`config.mk`:
```
export PLATFORM = sky130hd
export DESIGN_NAME = isv_decoder
export DESIGN_NICKNAME = d
export VERILOG_FILES = /design/src/rtl/isv_reset_seq.v /design/src/rtl/isv_decoder.v
export VERILOG_INCLUDE_DIRS = /design/src /design/src/rtl
export SDC_FILE = /design/constraint.sdc
export NUM_CORES = 1
export LEC_CHECK = 0
export BUFFER_PORTS_ARGS = -buffer_cell sky130_fd_sc_hd__buf_2
export CAP_MARGIN = 20
export CORE_MARGIN = 5
export CORE_UTILIZATION = 25
export DETAILED_ROUTE_END_ITERATION = 10
export PLACE_DENSITY = 0.42
export SLEW_MARGIN = 25
export SYNTH_ARGS = -nofsm -noshare
export SYNTH_HDL_FRONTEND = slang
export SYNTH_SLANG_ARGS = --single-unit
```
`constraint.sdc`:
```
create_clock -name clk_sys -period 5 [get_ports clk_sys]
set_input_delay 0.25 -clock clk_sys [delete_from_list [all_inputs] [get_ports clk_sys]]
set_output_delay 0.25 -clock clk_sys [all_outputs]
set_load 0.005 [all_outputs]
```
`src/rtl/isv_defs.vh`:
```
// Constants for the instruction-set variant decoder
// What this block does
// RULE1 - Same-register autostep dest: stepped or initial source
// RULE2 - Same for deferred autostep destination
// RULE3 - Stored PC is instruction address plus 4 or 2
// RULE4 - Autoincrement jump target: stepped or initial register
// RULE5 - Register-mode jump traps to vector 10 or 4
// RULE6 - Byte swap keeps or clears overflow flag
// RULE7 - Register window: valid, CPU timeout, or both timeout
// RULE8 - Optional instruction groups enabled per variant
// RULE9 - Long reset 70 ms, init 20 ms, power-fail deferred
// RULE10 - Abortable reset: power-fail ends it, minimum init 1 us
// RULE11 - Short reset 22 ms, min 300 ns, fetch fail fatal
// RULE12 - Every option fixed by an elaboration-time parameter; the CTRL register can also disable optional groups at run time
`ifndef ISV_DEFS_VH
`define ISV_DEFS_VH

// Register byte offsets
`define ISV_REG_CTRL 5'h00
`define ISV_REG_STATUS 5'h04
`define ISV_REG_MASK 5'h08
`define ISV_REG_STATE 5'h0c
`define ISV_REG_CONFIG 5'h10
`define ISV_CTRL_RESET 13'h1fff

// Status and mask bit positions
`define ISV_EV_ILL_JUMP 0
`define ISV_EV_RSVD_OP 1
`define ISV_EV_WIN_TMO 2
`define ISV_EV_RST_DONE 3
`define ISV_EV_PF_TRAP 4
`define ISV_EV_PF_FATAL 5
`define ISV_EV_PF_ACK 6
`define ISV_EV_W 7

// Trap vectors (octal 10 and 4)
`define ISV_VEC_ILLEGAL 8'h08
`define ISV_VEC_BUSERR 8'h04

// Register window 177700..177717 octal
`define ISV_WIN_LO 16'hffc0
`define ISV_WIN_HI 16'hffcf

// Window modes and reset variants
`define ISV_WIN_VALID 2'h0
`define ISV_WIN_CPU_TMO 2'h1
`define ISV_WIN_ALL_TMO 2'h2
`define ISV_RST_LONG 2'h0
`define ISV_RST_ABORT 2'h1
`define ISV_RST_SHORT 2'h2

// Operand step size
`define ISV_STEP 16'h0002

// Timing: clock period and documented times, sized to the 24-bit counters
`define ISV_CLK_NS 24'h00000a
`define ISV_CYC_PER_MS 24'h0186a0
`define ISV_LONG_RST_MS 24'h000046
`define ISV_LONG_INIT_MS 24'h000014
`define ISV_SHORT_RST_MS 24'h000016
`define ISV_ABORT_MIN_NS 24'h0003e8
`define ISV_SHORT_MIN_NS 24'h00012c
`define ISV_ABORT_MIN_CYC ((`ISV_ABORT_MIN_NS + `ISV_CLK_NS - 24'h000001) / `ISV_CLK_NS)
`define ISV_SHORT_MIN_CYC ((`ISV_SHORT_MIN_NS + `ISV_CLK_NS - 24'h000001) / `ISV_CLK_NS)

`endif

```
`src/rtl/isv_reset_seq.v`:
```
// Bus-reset instruction sequencer with power-fail handling
`timescale 1ns/10ps
`include "isv_defs.vh"
module isv_reset_seq #(
    parameter [1:0] VARIANT = `ISV_RST_LONG,
    parameter [23:0] TOTAL_CYC = 24'd7000000,
    parameter [23:0] INIT_CYC = 24'd2000000,
    parameter [23:0] MIN_CYC = 24'd100
) (
    input wire clk_sys,
    input wire rst,
    input wire start,
    input wire pf_rise,
    output reg init,
    output reg busy,
    output reg done,
    output reg pf_trap,
    output reg pf_late
);
    reg [23:0] count;
    reg pf_hold;
    // Busy ends one cycle early: the top registers it once more
    wire at_end = (count == TOTAL_CYC - 24'd2);
    wire at_init_end = (count == INIT_CYC - 24'd1);
    wire min_met = (count >= MIN_CYC - 24'd1);

    // Sequencer: counts the instruction, ends early on power fail in the abort and short variants
    always @(posedge clk_sys or posedge rst) begin
        if (rst) begin
            count <= 24'h000000;
            init <= 1'b0;
            busy <= 1'b0;
            done <= 1'b0;
            pf_trap <= 1'b0;
            pf_late <= 1'b0;
            pf_hold <= 1'b0;
        end else begin
            done <= 1'b0;
            pf_trap <= 1'b0;
            pf_late <= 1'b0;
            if (!busy) begin
                if (start) begin
                    busy <= 1'b1;
                    init <= 1'b1;
                    count <= 24'h000000;
                    pf_hold <= 1'b0;
                end
            end else begin
                count <= count + 24'd1;
                if (pf_rise)
                    pf_hold <= 1'b1;
                if (VARIANT == `ISV_RST_LONG) begin
                    if (at_init_end)
                        init <= 1'b0; // see RULE9
                    if (at_end) begin
                        busy <= 1'b0;
                        done <= 1'b1;
                        pf_late <= pf_hold | pf_rise; // see RULE9
                    end
                end else if ((pf_rise | pf_hold) && min_met) begin
                    busy <= 1'b0; // see RULE10
                    init <= 1'b0;
                    done <= 1'b1;
                    pf_trap <= init; // see RULE10
                end else if (at_end) begin
                    busy <= 1'b0; // see RULE11
                    init <= 1'b0;
                    done <= 1'b1;
                end
            end
        end
    end
endmodule // isv_reset_seq

```
`src/rtl/isv_decoder.v`:
```
// Variant-aware decode and execute options with Wishbone status block
//
// Local design decisions: the Wishbone slave port and the register offsets.
`timescale 1ns/10ps
`include "isv_defs.vh"
module isv_decoder #(
    parameter [0:0] SAME_REG_STEPPED = 1'b1,
    parameter [0:0] DEF_REG_STEPPED = 1'b1,
    parameter [0:0] PC_STORE_PLUS4 = 1'b1,
    parameter [0:0] JUMP_AUTOINC_STEPPED = 1'b1,
    parameter [0:0] JUMP_REG_VEC4 = 1'b0,
    parameter [0:0] BYTE_SWAP_OP_CLEARS_V = 1'b0,
    parameter [1:0] WIN_MODE = `ISV_WIN_CPU_TMO,
    parameter [12:0] GROUP_EN = 13'h1fff,
    parameter [1:0] RST_VARIANT = `ISV_RST_LONG,
    parameter [23:0] LONG_RST_CYC = `ISV_LONG_RST_MS * `ISV_CYC_PER_MS,
    parameter [23:0] LONG_INIT_CYC = `ISV_LONG_INIT_MS * `ISV_CYC_PER_MS,
    parameter [23:0] SHORT_RST_CYC = `ISV_SHORT_RST_MS * `ISV_CYC_PER_MS
) (
    input wire clk_sys,
    input wire rst,
    input wire wb_cyc_i,
    input wire wb_stb_i,
    input wire wb_we_i,
    input wire [4:0] wb_adr_i,
    input wire [3:0] wb_sel_i,
    input wire [31:0] wb_dat_i,
    output reg [31:0] wb_dat_o,
    output reg wb_ack_o,
    input wire dec_valid,
    input wire [15:0] dec_instr,
    input wire [15:0] dec_pc,
    input wire [15:0] dec_reg,
    input wire acc_valid,
    input wire acc_console,
    input wire [15:0] acc_addr,
    input wire power_fail,
    output reg dec_done,
    output reg src_override,
    output reg [15:0] src_value,
    output reg pc_store,
    output reg [15:0] pc_store_value,
    output reg jump_valid,
    output reg [15:0] jump_pc,
    output reg trap_req,
    output reg [7:0] trap_vec,
    output reg v_clear,
    output reg acc_timeout,
    output reg bus_init,
    output reg reset_busy,
    output reg pf_ack,
    output reg pf_fatal,
    output reg irq
);
    // Step a register the way its addressing mode does
    function [15:0] stepped;
        input [15:0] val;
        input [2:0] mode;
        begin
            if (mode == 3'd4 || mode == 3'd5)
                stepped = val - `ISV_STEP;
            else
                stepped = val + `ISV_STEP;
        end
    endfunction

    // Address falls in the general-register window
    function in_window;
        input [15:0] a;
        begin
            in_window = (a >= `ISV_WIN_LO) && (a <= `ISV_WIN_HI);
        end
    endfunction

    // Reset cycle counts picked by variant, see RULE12
    localparam [23:0] SEQ_TOTAL = (RST_VARIANT == `ISV_RST_SHORT) ? SHORT_RST_CYC : LONG_RST_CYC;
    localparam [23:0] SEQ_INIT = (RST_VARIANT == `ISV_RST_LONG) ? LONG_INIT_CYC : SEQ_TOTAL;
    localparam [23:0] SEQ_MIN = (RST_VARIANT == `ISV_RST_SHORT) ?
        `ISV_SHORT_MIN_CYC : `ISV_ABORT_MIN_CYC;

    // Software registers
    reg [12:0] ctrl_groups;
    reg [`ISV_EV_W-1:0] status;
    reg [`ISV_EV_W-1:0] mask;
    reg [`ISV_EV_W-1:0] events;
    reg [7:0] last_vec;

    // Power-fail pin synchroniser and filtered level
    reg pf_s1, pf_s2, pf_s3, pf_level;
    always @(posedge clk_sys or posedge rst) begin
        if (rst) begin
            pf_s1 <= 1'b0;
            pf_s2 <= 1'b0;
            pf_s3 <= 1'b0;
            pf_level <= 1'b0;
        end else begin
            pf_s1 <= power_fail;
            pf_s2 <= pf_s1;
            pf_s3 <= pf_s2;
            if (pf_s2 == pf_s3)
                pf_level <= pf_s3;
        end
    end
    wire pf_rise = pf_s2 & pf_s3 & ~pf_level;

    // Field split of the instruction word
    wire [2:0] s_mode = dec_instr[11:9];
    wire [2:0] s_reg = dec_instr[8:6];
    wire [2:0] d_mode = dec_instr[5:3];
    wire [2:0] d_reg = dec_instr[2:0];
    wire is_double = (dec_instr[14:12] != 3'd0) && (dec_instr[14:12] != 3'd7);
    wire is_jump = (dec_instr[15:6] == 10'h001);
    wire is_call = (dec_instr[15:9] == 7'h04);
    wire is_byte_swap_op = (dec_instr[15:6] == 10'h003);
    wire is_reset = (dec_instr == 16'h0005);

    // Optional group recognition, see RULE8
    wire [12:0] grp_hit;
    assign grp_hit[0] = (dec_instr[15:9] == 7'h3f);
    assign grp_hit[1] = (dec_instr[15:6] == 10'h034);
    assign grp_hit[2] = (dec_instr == 16'h0006);
    assign grp_hit[3] = (dec_instr[15:6] == 10'h037);
    assign grp_hit[4] = (dec_instr[15:9] == 7'h3a) || (dec_instr[15:9] == 7'h3b);
    assign grp_hit[5] = (dec_instr[15:9] == 7'h38);
    assign grp_hit[6] = (dec_instr[15:9] == 7'h39);
    assign grp_hit[7] = (dec_instr[15:9] == 7'h3c);
    assign grp_hit[8] = (dec_instr[15:9] == 7'h3d);
    assign grp_hit[9] = (dec_instr == 16'h0007);
    assign grp_hit[10] = (dec_instr[14:6] == 9'h035) || (dec_instr[14:6] == 9'h036);
    assign grp_hit[11] = (dec_instr[15:3] == 13'h0013);
    assign grp_hit[12] = (dec_instr[15:6] == 10'h038);
    wire grp_refused = |(grp_hit & ~(GROUP_EN & ctrl_groups)); // see RULE8

    wire same_reg = is_double && (s_mode == 3'd0) && (s_reg == d_reg);
    wire auto_dst = (d_mode == 3'd2) || (d_mode == 3'd4);
    wire def_dst = (d_mode == 3'd3) || (d_mode == 3'd5);
    wire jump_any = is_jump | is_call;
    wire short_fatal = (RST_VARIANT == `ISV_RST_SHORT) && is_reset && pf_level;

    // Reset sequencer hookup
    wire seq_init, seq_busy, seq_done, seq_trap, seq_late;
    wire seq_start = dec_valid && is_reset && !reset_busy && !short_fatal;
    isv_reset_seq #(
        .VARIANT(RST_VARIANT),
        .TOTAL_CYC(SEQ_TOTAL),
        .INIT_CYC(SEQ_INIT),
        .MIN_CYC(SEQ_MIN)
    ) u_seq (
        .clk_sys(clk_sys),
        .rst(rst),
        .start(seq_start),
        .pf_rise(pf_rise),
        .init(seq_init),
        .busy(seq_busy),
        .done(seq_done),
        .pf_trap(seq_trap),
        .pf_late(seq_late)
    );

    // Decode stage: one registered answer per accepted instruction
    always @(posedge clk_sys or posedge rst) begin
        if (rst) begin
            dec_done <= 1'b0;
            src_override <= 1'b0;
            src_value <= 16'h0000;
            pc_store <= 1'b0;
            pc_store_value <= 16'h0000;
            jump_valid <= 1'b0;
            jump_pc <= 16'h0000;
            trap_req <= 1'b0;
            trap_vec <= 8'h00;
            v_clear <= 1'b0;
        end else begin
            dec_done <= dec_valid;
            src_override <= 1'b0;
            pc_store <= 1'b0;
            jump_valid <= 1'b0;
            trap_req <= 1'b0;
            v_clear <= 1'b0;
            if (dec_valid) begin
                if (same_reg && auto_dst) begin
                    src_override <= 1'b1;
                    src_value <= SAME_REG_STEPPED ? stepped(dec_reg, d_mode) : dec_reg; // see RULE1
                end
                if (same_reg && def_dst) begin
                    src_override <= 1'b1;
                    src_value <= DEF_REG_STEPPED ? stepped(dec_reg, d_mode) : dec_reg; // see RULE2
                end
                // Index, index deferred, relative (modes 6, 7) and absolute (@# through PC)
                if (is_double && s_mode == 3'd0 && s_reg == 3'd7 &&
                    (d_mode[2:1] == 2'b11 || (d_mode == 3'd3 && d_reg == 3'd7))) begin
                    pc_store <= 1'b1;
                    pc_store_value <= dec_pc + (PC_STORE_PLUS4 ? 16'h0004 : 16'h0002); // see RULE3
                end
                if (jump_any && d_mode == 3'd2) begin
                    jump_valid <= 1'b1;
                    jump_pc <= JUMP_AUTOINC_STEPPED ? stepped(dec_reg, d_mode) : dec_reg; // see RULE4
                end
                if (jump_any && d_mode == 3'd0) begin
                    trap_req <= 1'b1;
                    trap_vec <= JUMP_REG_VEC4 ? `ISV_VEC_BUSERR : `ISV_VEC_ILLEGAL; // see RULE5
                end else if (grp_refused) begin
                    trap_req <= 1'b1;
                    trap_vec <= `ISV_VEC_ILLEGAL; // see RULE8
                end
                if (is_byte_swap_op)
                    v_clear <= BYTE_SWAP_OP_CLEARS_V; // see RULE6
            end
        end
    end

    // Register-window access check
    always @(posedge clk_sys or posedge rst) begin
        if (rst) begin
            acc_timeout <= 1'b0;
        end else begin
            acc_timeout <= 1'b0;
            if (acc_valid && in_window(acc_addr)) begin
                case (WIN_MODE)
                    `ISV_WIN_CPU_TMO: acc_timeout <= !acc_console; // see RULE7
                    `ISV_WIN_ALL_TMO: acc_timeout <= 1'b1; // see RULE7
                    default: acc_timeout <= 1'b0;
                endcase
            end
        end
    end

    // Reset and power-fail outputs
    wire pf_now = pf_rise && (!seq_busy || RST_VARIANT != `ISV_RST_LONG); // see RULE9
    always @(posedge clk_sys or posedge rst) begin
        if (rst) begin
            bus_init <= 1'b0;
            reset_busy <= 1'b0;
            pf_ack <= 1'b0;
            pf_fatal <= 1'b0;
        end else begin
            bus_init <= seq_init;
            reset_busy <= seq_busy | seq_start;
            pf_ack <= (pf_now | seq_late) & ~short_fatal;
            pf_fatal <= dec_valid & short_fatal; // see RULE11
        end
    end

    // Event collection for the status register
    always @* begin
        events = {`ISV_EV_W{1'b0}};
        events[`ISV_EV_ILL_JUMP] = dec_valid && jump_any && d_mode == 3'd0;
        events[`ISV_EV_RSVD_OP] = dec_valid && grp_refused && !(jump_any && d_mode == 3'd0);
        events[`ISV_EV_WIN_TMO] = acc_timeout;
        events[`ISV_EV_RST_DONE] = seq_done;
        events[`ISV_EV_PF_TRAP] = seq_trap;
        events[`ISV_EV_PF_FATAL] = pf_fatal;
        events[`ISV_EV_PF_ACK] = pf_ack;
    end

    // Wishbone slave: one wait state, ack held for one cycle
    wire wb_req = wb_cyc_i && wb_stb_i && !wb_ack_o;
    // Writes land at the edge at which the master sees ack
    wire wb_wr = wb_cyc_i && wb_stb_i && wb_ack_o && wb_we_i;
    always @(posedge clk_sys or posedge rst) begin
        if (rst) begin
            wb_ack_o <= 1'b0;
            wb_dat_o <= 32'h00000000;
            ctrl_groups <= `ISV_CTRL_RESET;
            mask <= {`ISV_EV_W{1'b0}};
            status <= {`ISV_EV_W{1'b0}};
            last_vec <= 8'h00;
            irq <= 1'b0;
        end else begin
            wb_ack_o <= wb_req;
            if (trap_req)
                last_vec <= trap_vec;
            // Set wins over a write-one clear in the same cycle
            if (wb_wr && wb_adr_i == `ISV_REG_STATUS && wb_sel_i[0])
                status <= (status & ~wb_dat_i[`ISV_EV_W-1:0]) | events;
            else
                status <= status | events;
            if (wb_wr && wb_adr_i == `ISV_REG_CTRL) begin
                if (wb_sel_i[0])
                    ctrl_groups[7:0] <= wb_dat_i[7:0];
                if (wb_sel_i[1])
                    ctrl_groups[12:8] <= wb_dat_i[12:8];
            end
            if (wb_wr && wb_adr_i == `ISV_REG_MASK && wb_sel_i[0])
                mask <= wb_dat_i[`ISV_EV_W-1:0];
            irq <= |(status & mask);
            if (wb_req && !wb_we_i) begin
                case (wb_adr_i)
                    `ISV_REG_CTRL: wb_dat_o <= {19'h00000, ctrl_groups};
                    `ISV_REG_STATUS: wb_dat_o <= {25'h0000000, status};
                    `ISV_REG_MASK: wb_dat_o <= {25'h0000000, mask};
                    `ISV_REG_STATE: wb_dat_o <= {20'h00000, last_vec, pf_level,
                        seq_init, seq_busy, irq};
                    `ISV_REG_CONFIG: wb_dat_o <= {9'h000, RST_VARIANT, GROUP_EN, WIN_MODE,
                        BYTE_SWAP_OP_CLEARS_V, JUMP_REG_VEC4, JUMP_AUTOINC_STEPPED,
                        PC_STORE_PLUS4, DEF_REG_STEPPED, SAME_REG_STEPPED};
                    default: wb_dat_o <= 32'h00000000;
                endcase
            end
        end
    end
endmodule // isv_decoder

```
==> results of run 1 <==
## kinds of logic (layout without fill, tap and decap cells)
family,count (synthesis),after routing,share of synthesized area [%]
AO/OA/AOI/OAI,127,127,11.4
XOR/XNOR,36,36,4.56
adder cells (fa/ha/maj),18,18,3.37
buffers and inverters,72,228,5.65
flip-flops,135,135,49.1
multiplexers,53,53,8.63
other,1,20,0.0542
AND/OR/NAND/NOR,235,235,17.3
## per-stage QoR
stage	total power, mW	std cells
6_report	2.71	1224
5_1_grt	2.83	1224
4_1_cts	2.75	1222
3_5_place_dp	1.46	1189
3_3_place_gp	1.46	1189
2_1_floorplan	1.34	696
## path summary, 6_finish.rpt
path,start,endpoint,slack [ps],cells past startpoint
setup / recovery,dec_instr[5],jump_pc[9]$_DFFE_PP0P_,2150,9
hold reg to reg,pf_s1$_DFF_PP0_,pf_s2$_DFF_PP0_,360,0
max in group asynchronous,rst,ctrl_groups[12]$_DFFE_PP1P_,3840,4
setup reg to reg,wb_ack_o$_DFF_PP0_,wb_dat_o[4]$_DFFE_PP0P_,2950,3
hold / removal,wb_dat_i[4],status[4]$_DFFE_PP0P_,40,2
min in group asynchronous,rst,dec_done$_DFF_PP0_,330,3
## report_power, final
part           total, mW  switching (mW)  internal (mW)  leakage (nW)
registers           1.16          0.0237           1.13          1.73
logic              0.278           0.156          0.121          2.16
clock network       1.27           0.516          0.757         0.280
total               2.71           0.696           2.01          4.18
## cells in the final DEF, fill, tap and decap left out, types with 3 or more instances in the layout
cell type / Yosys / final
nand3_1: 33 / 33
conb_1: 1 / 20
buf_2: 3 / 169
o21ai_1: 34 / 34
inv_6: 0 / 4
xor2_1: 11 / 11
nor2b_1: 4 / 4
ha_1: 17 / 17
a221oi_1: 5 / 5
nand2b_1: 4 / 4
clkbuf_16: 0 / 17
a21o_1: 5 / 5
a22oi_1: 3 / 3
mux2_1: 6 / 6
xnor2_1: 25 / 25
nand4b_1: 5 / 5
nor4_1: 8 / 8
nand2_1: 88 / 88
or3_1: 6 / 5
inv_1: 19 / 18
dfstp_2: 13 / 13
dfrtp_1: 122 / 122
buf_4: 27 / 4
mux2i_1: 9 / 9
nand4_1: 12 / 12
nor3_1: 9 / 9
o21ai_0: 32 / 32
a222oi_1: 3 / 3
a21oi_1: 17 / 17
nand3_2: 3 / 3
and2_1: 4 / 4
clkinvlp_4: 0 / 3
and3_1: 12 / 12
nor2_1: 34 / 33
mux2_2: 37 / 37
## metal layers
layer	track usage [%]	vias up	share of wire [%]
met2	19.6	142	46
met1	16.9	2603	47
li1	-	2697	-
met3	3.10	15	6.0
met4	3.51	2	1.1
met5	0	-	0.036
## registers in the layout, summed over array words and instances (netlist names), 7 cells and up
register,cells
ctrl_groups,13
jump_pc,16
mask,7
pc_store_value,16
src_value,16
status,7
u_seq.count,24
wb_dat_o,14
## cell type report
cell class / instances / area (sq um)
flip-flops and latches: 135 / 3390
well taps: 372 / 465
inverters: 20 / 80.1
multi-input cells: 489 / 3200
clock inverters: 12 / 143
repair buffers: 176 / 923
clock buffers: 20 / 447
fillers: 2877 / 18400
==> impl.org, run 1 <==
** Outcome
- Status :: finished clean

** Detailed routing
- WL per Instance :: 15.7 um
- Vias :: 5459
- The count of nets left with antenna violations once routing finished came out at 0.
- Detailed Route Iter0 Violations :: ~200
- Aggregate routed wire length :: 19300 um
- The first TritonRoute pass finished after 4 iterations.
- Routed via count divided by cell count :: 4.46
- Remaining design rule violation count :: 0

** Floorplan
- The die is about 180 um tall.
- Effective utilization at floorplan :: about a quarter
- Site row count :: 60
- In this run the count of I/O pins placed on the die edge is 215.
- The die covers 0.0311 sq mm.
- Measured along the x axis, the die boundary spans 176 um.
- Core Footprint :: 0.0271 sq mm

** Critical path
- Biggest fanout along the worst timing path :: 9
- Data arrival time of the critical path :: 3150 ps
- Traced cell by cell, the critical path runs through buf_2 > nor2b_1 > ha_1 > a21oi_1 > o21ai_1 > a2111oi_0 > nor3_1 > xor2_1 > mux2_2.
- Worst Path Buf+Inv :: 1
- Among cell families on the critical path, the largest total delay comes from simple AND/OR/NAND/NOR gates.
- Critical Path Slowest Stage Cell :: nor2b_1
- On the worst path, the slowest cell contributes a delay of 830 ps.
- The worst setup path is captured at a flop.
- The worst setup path is of the in -> reg kind.
- Required time of the critical path :: 5300 ps
- STA classifies the critical path startpoint as an input port.

** Place
- Pre-CTS worst setup slack :: ~1700 ps
- After legalization and detailed placement, the total HPWL measured 14300 um.
- During placement, the flow inserted port buffers numbering 169.
- At the end of routability-driven placement, the weighted congestion stood at 0.794.
- Once placement finished, the instance area stood at 0.00802 sq mm.

** Global route
- For this run the aggregate overflow at the end of global routing stands at 0.
- Global routing consumed, over all layers together, 12.4% of the routing resources.
- Number of antenna violations at the first check in global routing :: 1
- Number of global-route vias before repair :: 5542
- Pin count of the biggest net entering global routing :: 97
- The first global-routing pass estimated approximately 31000 um of wire.

** Clocking
- Root buffer selected by CTS :: clkbuf_16
- Clock transition at the register clock pins on the worst setup and hold paths after CTS :: roughly 70 ps
- Clock tree synthesis found a total of 135 sinks.
- TritonCTS built the clock tree.
- Post-CTS repair changed the size of 0 cells.
- Buffers inserted to repair hold after CTS numbered 1.
- Counting along the longest clock path gives a buffer depth of 2.
- The clock reaches the later pin of the worst-skew pair after roughly 410 ps.
- H-tree level count :: 4
- Total CTS buffers :: 17
- Post-CTS repair timing setup buffer count :: 0

** Logic synthesis
- Yosys instantiated no cell more often than dfrtp_1.
- dfrtp_1 takes more of the synthesized area than any other cell.
- By count the netlist is led by dfrtp_1, nand2_1, mux2_2, nor2_1, o21ai_1.
- The share of synthesized area in the top cell type comes to 44.2%.
- Of all flip-flops after synthesis, the portion carrying an async set or reset was 100%.
- Register bit count reported by yosys :: 135
- The average instance in the mapped netlist occupies 10.2 sq um.
- Yosys printed 0 warnings.
- Sequential cell area fraction in the yosys report :: 49.1%
- For this run, the leading register cell type out of synthesis is dfrtp_1.
- Library cells used by synthesis :: 65
- After technology mapping, the gate count stands at 677.
- After synthesis the cells add up to between 0.006 and 0.007 sq mm.
- Yosys mapped a number of flops with a built-in enable equal to 0.
- Top cells by area in the synthesized netlist :: dfrtp_1, mux2_2, dfstp_2, nand2_1, xnor2_1

** Pwr
- For this design the ratio of total power to cell area is 313 mW/mm^2.
- Worst-case vdd ir drop :: 0.000198 V
- The analysis attributes to cell leakage a power of 4.18 nW.

** Timing
- Setup repair after global routing left no endpoint under its margin.
- Setup slack closes at about 2200 ps.
- Headroom to the max-slew limit :: roughly 31%
- At the pin with the least slew margin, the transition time is 1030 ps.
- Max Clk Rate :: 351 MHz
- The final-report max-slew violation count came to 0.
- Across the routed clock network, the largest skew measured is 10.9 ps.
- Final Hold Fails :: 0
- Summed over all failing endpoints, the final setup total negative slack is 0 ps.
- Setup violations remaining at the end of the flow were counted as 0.
- Crit share post-route :: 57.0%
- The smallest clock period supported by the final layout is computed as 2850 ps.
- Hold timing on the final database bottoms out at a slack of 37.5 ps.

** Layout
- Share of the core filled with cells :: 31.9%
- Cells with a size suffix above 1 make up about a third of the layout.
- The finished cells cover around 0.0087 sq mm.
- In the final design database the tool counted just under 1000 nets.
- The repair_antennas step left the layout with diodes totalling 0.
- From synthesis to final layout, the design area changed by 25.2%.

** Hold path
- Class of the worst hold path :: in -> reg

** Run
- Across the run, the number of max-cap violations was 0.
Note: power is estimated with default switching activity, not from simulation.
==> inputs of run 2 (changes only) <==
Clock period 5 ns to 2.85 ns, I/O delays scaled along.
==> run 2 against run 1 <==
Sequential cell count unchanged. Clock power grew 97%. First-iteration DRC count increased by 13%. Design area rose by 3.9%. Clock skew increased by 3.8 ps. Critical endpoint is now src_value[9]$_DFFE_PP0P_.
==> impl.org, run 2 (synthesis results as in run 1) <==
** Outcome
- Status: finished clean (unchanged).

** Global route
- Overflow left after global routing :: 0 (unchanged)
- Gr usage total :: 12.9% (was 12.4%)
- Pin count of the biggest net entering global routing :: 60 (was 97)
- Number of global-route vias before repair :: 5752 (was 5542)
- Number of antenna violations at the first check in global routing :: 0 (was 1)
- Wire length of the first global-routing pass :: 31800 um (was 30800 um)

** Timing
- Headroom to the max-slew limit :: 53.8% (was 31.3%)
- The count of endpoints failing setup in the final report came to 0 (unchanged).
- Worst Tran Pin Value :: 692 ps (was 1030 ps)
- The setup TNS after final layout is 0 ps (unchanged).
- Max Clk Rate :: 431 MHz
- Final Hold Fails :: 0 (unchanged)
- RSZ-0062 raised after global routing :: no (unchanged)
- Clock Skews :: 14.8 ps (was 10.9 ps)
- Crit share post-route :: 81.4%
- The final-report max-slew violation count came to 0 (unchanged).
- Min Clock Period, post-route :: 2320 ps
- Worst Slack Setup Final :: 529 ps (was 2150 ps)

** Floorplan
- The initial core utilization is 25.5% (unchanged).
- Number of top-level design ports :: 215 (unchanged)
- Die Height :: 176 um (unchanged)
- The die outline area came to 0.0311 sq mm (unchanged).
- The die boundary width came to 176 um (unchanged).
- Site row count :: 60 (unchanged)
- Core Footprint :: 0.0271 sq mm (unchanged)

** Critical path
- Data arrival time of the critical path :: 2620 ps (was 3150 ps)
- The slowest cell on the critical path was dlygate4sd3_1 (was nor2b_1).
- Delay of the slowest cell on the worst path :: 530 ps (was 830 ps)
- The element type at the critical path end is a flop (unchanged).
- The largest driver fanout on the critical path came to 4 (was 9).
- Required time of the critical path :: 3150 ps (was 5300 ps)
- The start-to-end type of the worst setup path was in -> reg (unchanged).
- Cell family contributing the most delay on the critical path :: compound AO/OA/AOI/OAI gates (was simple AND/OR/NAND/NOR gates)
- Series of cell instances along the critical path: dlygate4sd3_1 > buf_2 > fa_1 > a21oi_1 > o21ai_1 > a2111oi_0 > nor3_1 > xor2_1 > mux2_2 (was buf_2 > nor2b_1 > ha_1 > a21oi_1 > o21ai_1 > a2111oi_0 > nor3_1 > xor2_1 > mux2_2).
- Startpoint types :: input port (unchanged)
- Origin of the critical flop-to-flop path :: u_seq.busy$_DFF_PP0_ (was wb_ack_o$_DFF_PP0_)
- Launch point of the worst path :: dec_reg[1] (was dec_instr[5])
- Worst Path Buf+Inv :: 2 (was 1)

** Pwr
- The internal cell power was 3.83 mW (was 2.01 mW).
- Part of the total power dissipated in combinational logic :: 10.2% (was 10.3%)
- The total power per unit cell area is 562 mW/mm^2 (was 313 mW/mm^2).
- Proportion of power drawn by flip-flops and latches :: 40.2% (was 42.7%)
- The share of total power consumed by net switching is 24.1% (was 25.7%).
- Static Leak :: 4.33 nW (was 4.18 nW)
- The net switching power of the design was 1.22 mW (was 0.696 mW).
- Clock network fraction of design power :: 49.6% (was 47.0%)
- The worst vdd rail ir drop is 0.000281 V (was 0.000198 V).

** Clocking
- The CTS buffer count is 17 (unchanged).
- The clock sink count was 135 (unchanged).
- The number of buffers on the longest clock path was 2 (unchanged).
- The number of buffers inserted by post-CTS setup repair was 0 (unchanged).
- Clock tree from TritonCTS :: yes (unchanged)
- Clock transition at the register clock pins on the worst setup and hold paths after CTS :: 60 ps (was 70 ps)
- Quantity of hold-fixing buffers added after cts :: 23 (was 1)
- The clock latency of the later-clocked register in the worst-skew pair was 420 ps (was 410 ps).
- The number of instances resized during post-cts repair was 0 (unchanged).
- H-tree level count :: 4 (unchanged)
- Root buffer selected by CTS :: clkbuf_16 (unchanged)

** Layout
- Fin cells :: 1252 (was 1224)
- Post-layout nets :: 999 (was 971)
- The area growth from synthesis to layout came to 30.1% (was 25.2%).
- Register containing the most flip-flops in the final layout :: u_seq.count (unchanged)
- Highest-count cells in the layout ignoring fill and taps: buf_2, dfrtp_1, nand2_1 (unchanged).
- Most common cell after layout, fill and taps aside :: buf_2 (unchanged)
- The antenna diode count is 0 (unchanged).
- Flip-flop count of the largest register, all copies and words added :: 24 (unchanged)
- The proportion of layout cells with a drive suffix above 1 is 30.9% (was 31.3%).

** Detailed routing
- The remaining antenna violation count after routing came to 0 (unchanged).
- First-pass detailed-route iteration total :: 4 (unchanged)
- The detailed router's first-iteration violation count came to 227 (was 201).
- Aggregate routed wire length :: 20000 um (was 19300 um)
- The post-route DRC violation count is 0 (unchanged).
- WL per Instance :: 16.0 um (was 15.7 um)
- Routed via count divided by cell count :: 4.43 (was 4.46)
- The vias after detailed routing came to 5546 (was 5459).

** Run
- The number of maximum-capacitance constraint violations is 0 (unchanged).

** Place
- The placement-stage worst setup slack was 204 ps (was 1680 ps).
- Port bufs :: 169 (unchanged)
- The total placed cells including tap cells was 1196 (was 1189).
- Detailed Place HPWL :: 14900 um (was 14300 um)
- Routability Congestion :: 0.832 (was 0.794)

** Hold path
- The startpoint of the tightest hold check path was wb_dat_i[3] (was wb_dat_i[4]).
- The class of the most critical hold timing path is in -> reg (unchanged).
## run 2: cell count changes in the layout (fill, tap and decap cells not counted)
cell,change
dlygate4sd3_1,+22
inv_6,-3
or3_1,+1
inv_8,-1
or3_2,-1
buf_4,+5
buf_16,-1
buf_12,+2
bufinv_16,+3
clkbuf_8,+1
## run 2: worst reg2reg max path: cells and delay by family, from the launching register on
| family | cells | cell delay (ps) |
|---|---|---|
| AND/OR/NAND/NOR | 4 | 1010 |
| AO/OA/AOI/OAI | 2 | 290 |
| flip-flops | 1 | 570 |
## run 2: final timing paths
path,endpoint,slack [ps],cells after the start
setup / recovery,src_value[9]$_DFFE_PP0P_,530,9
hold reg to reg,pf_s2$_DFF_PP0_,360,0
setup reg to reg,u_seq.count[19]$_DFFE_PP0P_,860,6
min in group asynchronous,src_override$_DFF_PP0_,390,3
hold / removal,ctrl_groups[3]$_DFFE_PP1P_,20,2
max in group asynchronous,ctrl_groups[11]$_DFFE_PP1P_,1680,4
## run 2: power by group through the flow
stage	clock network [mW]	logic (mW)	registers, mW
2_1_floorplan	0	0.286	2.06
3_3_place_gp	0	0.500	2.06
3_5_place_dp	0	0.499	2.07
4_1_cts	2.56	0.526	2.03
5_1_grt	2.65	0.585	2.04
6_report	2.50	0.516	2.03
## run 2: area by class of cell
type | instances | area [sq um]
inverter | 20 | 78.8
clock inverter | 11 | 196
sequential | 135 | 3390
clock buffer | 21 | 460
fill | 2839 | 18100
timing repair buffer | 204 | 1190
tap | 372 | 465
multi-input combinational | 489 | 3200
## run 2: stage by stage
stage | utilization (%) | cell area, sq um | power [mW] | hold WS [ps]
6_report | 33.2 | 8990 | 5.05 | 16.2
5_1_grt | 33.2 | 8990 | 5.27 | 4.98
4_1_cts | 33.1 | 8980 | 5.12 | 4.25
3_5_place_dp | 29.9 | 8090 | 2.57 | 254
2_1_floorplan | - | 6990 | 2.35 | 174
3_3_place_gp | 29.9 | 8090 | 2.56 | 256
## run 2: metal layers
metal,track usage [%],vias to the layer above,wire [um]
met5,0,-,0
met4,3.35,0,195
met3,3.10,11,1030
met2,21.1,147,9550
met1,17.1,2645,9270
li1,-,2743,-
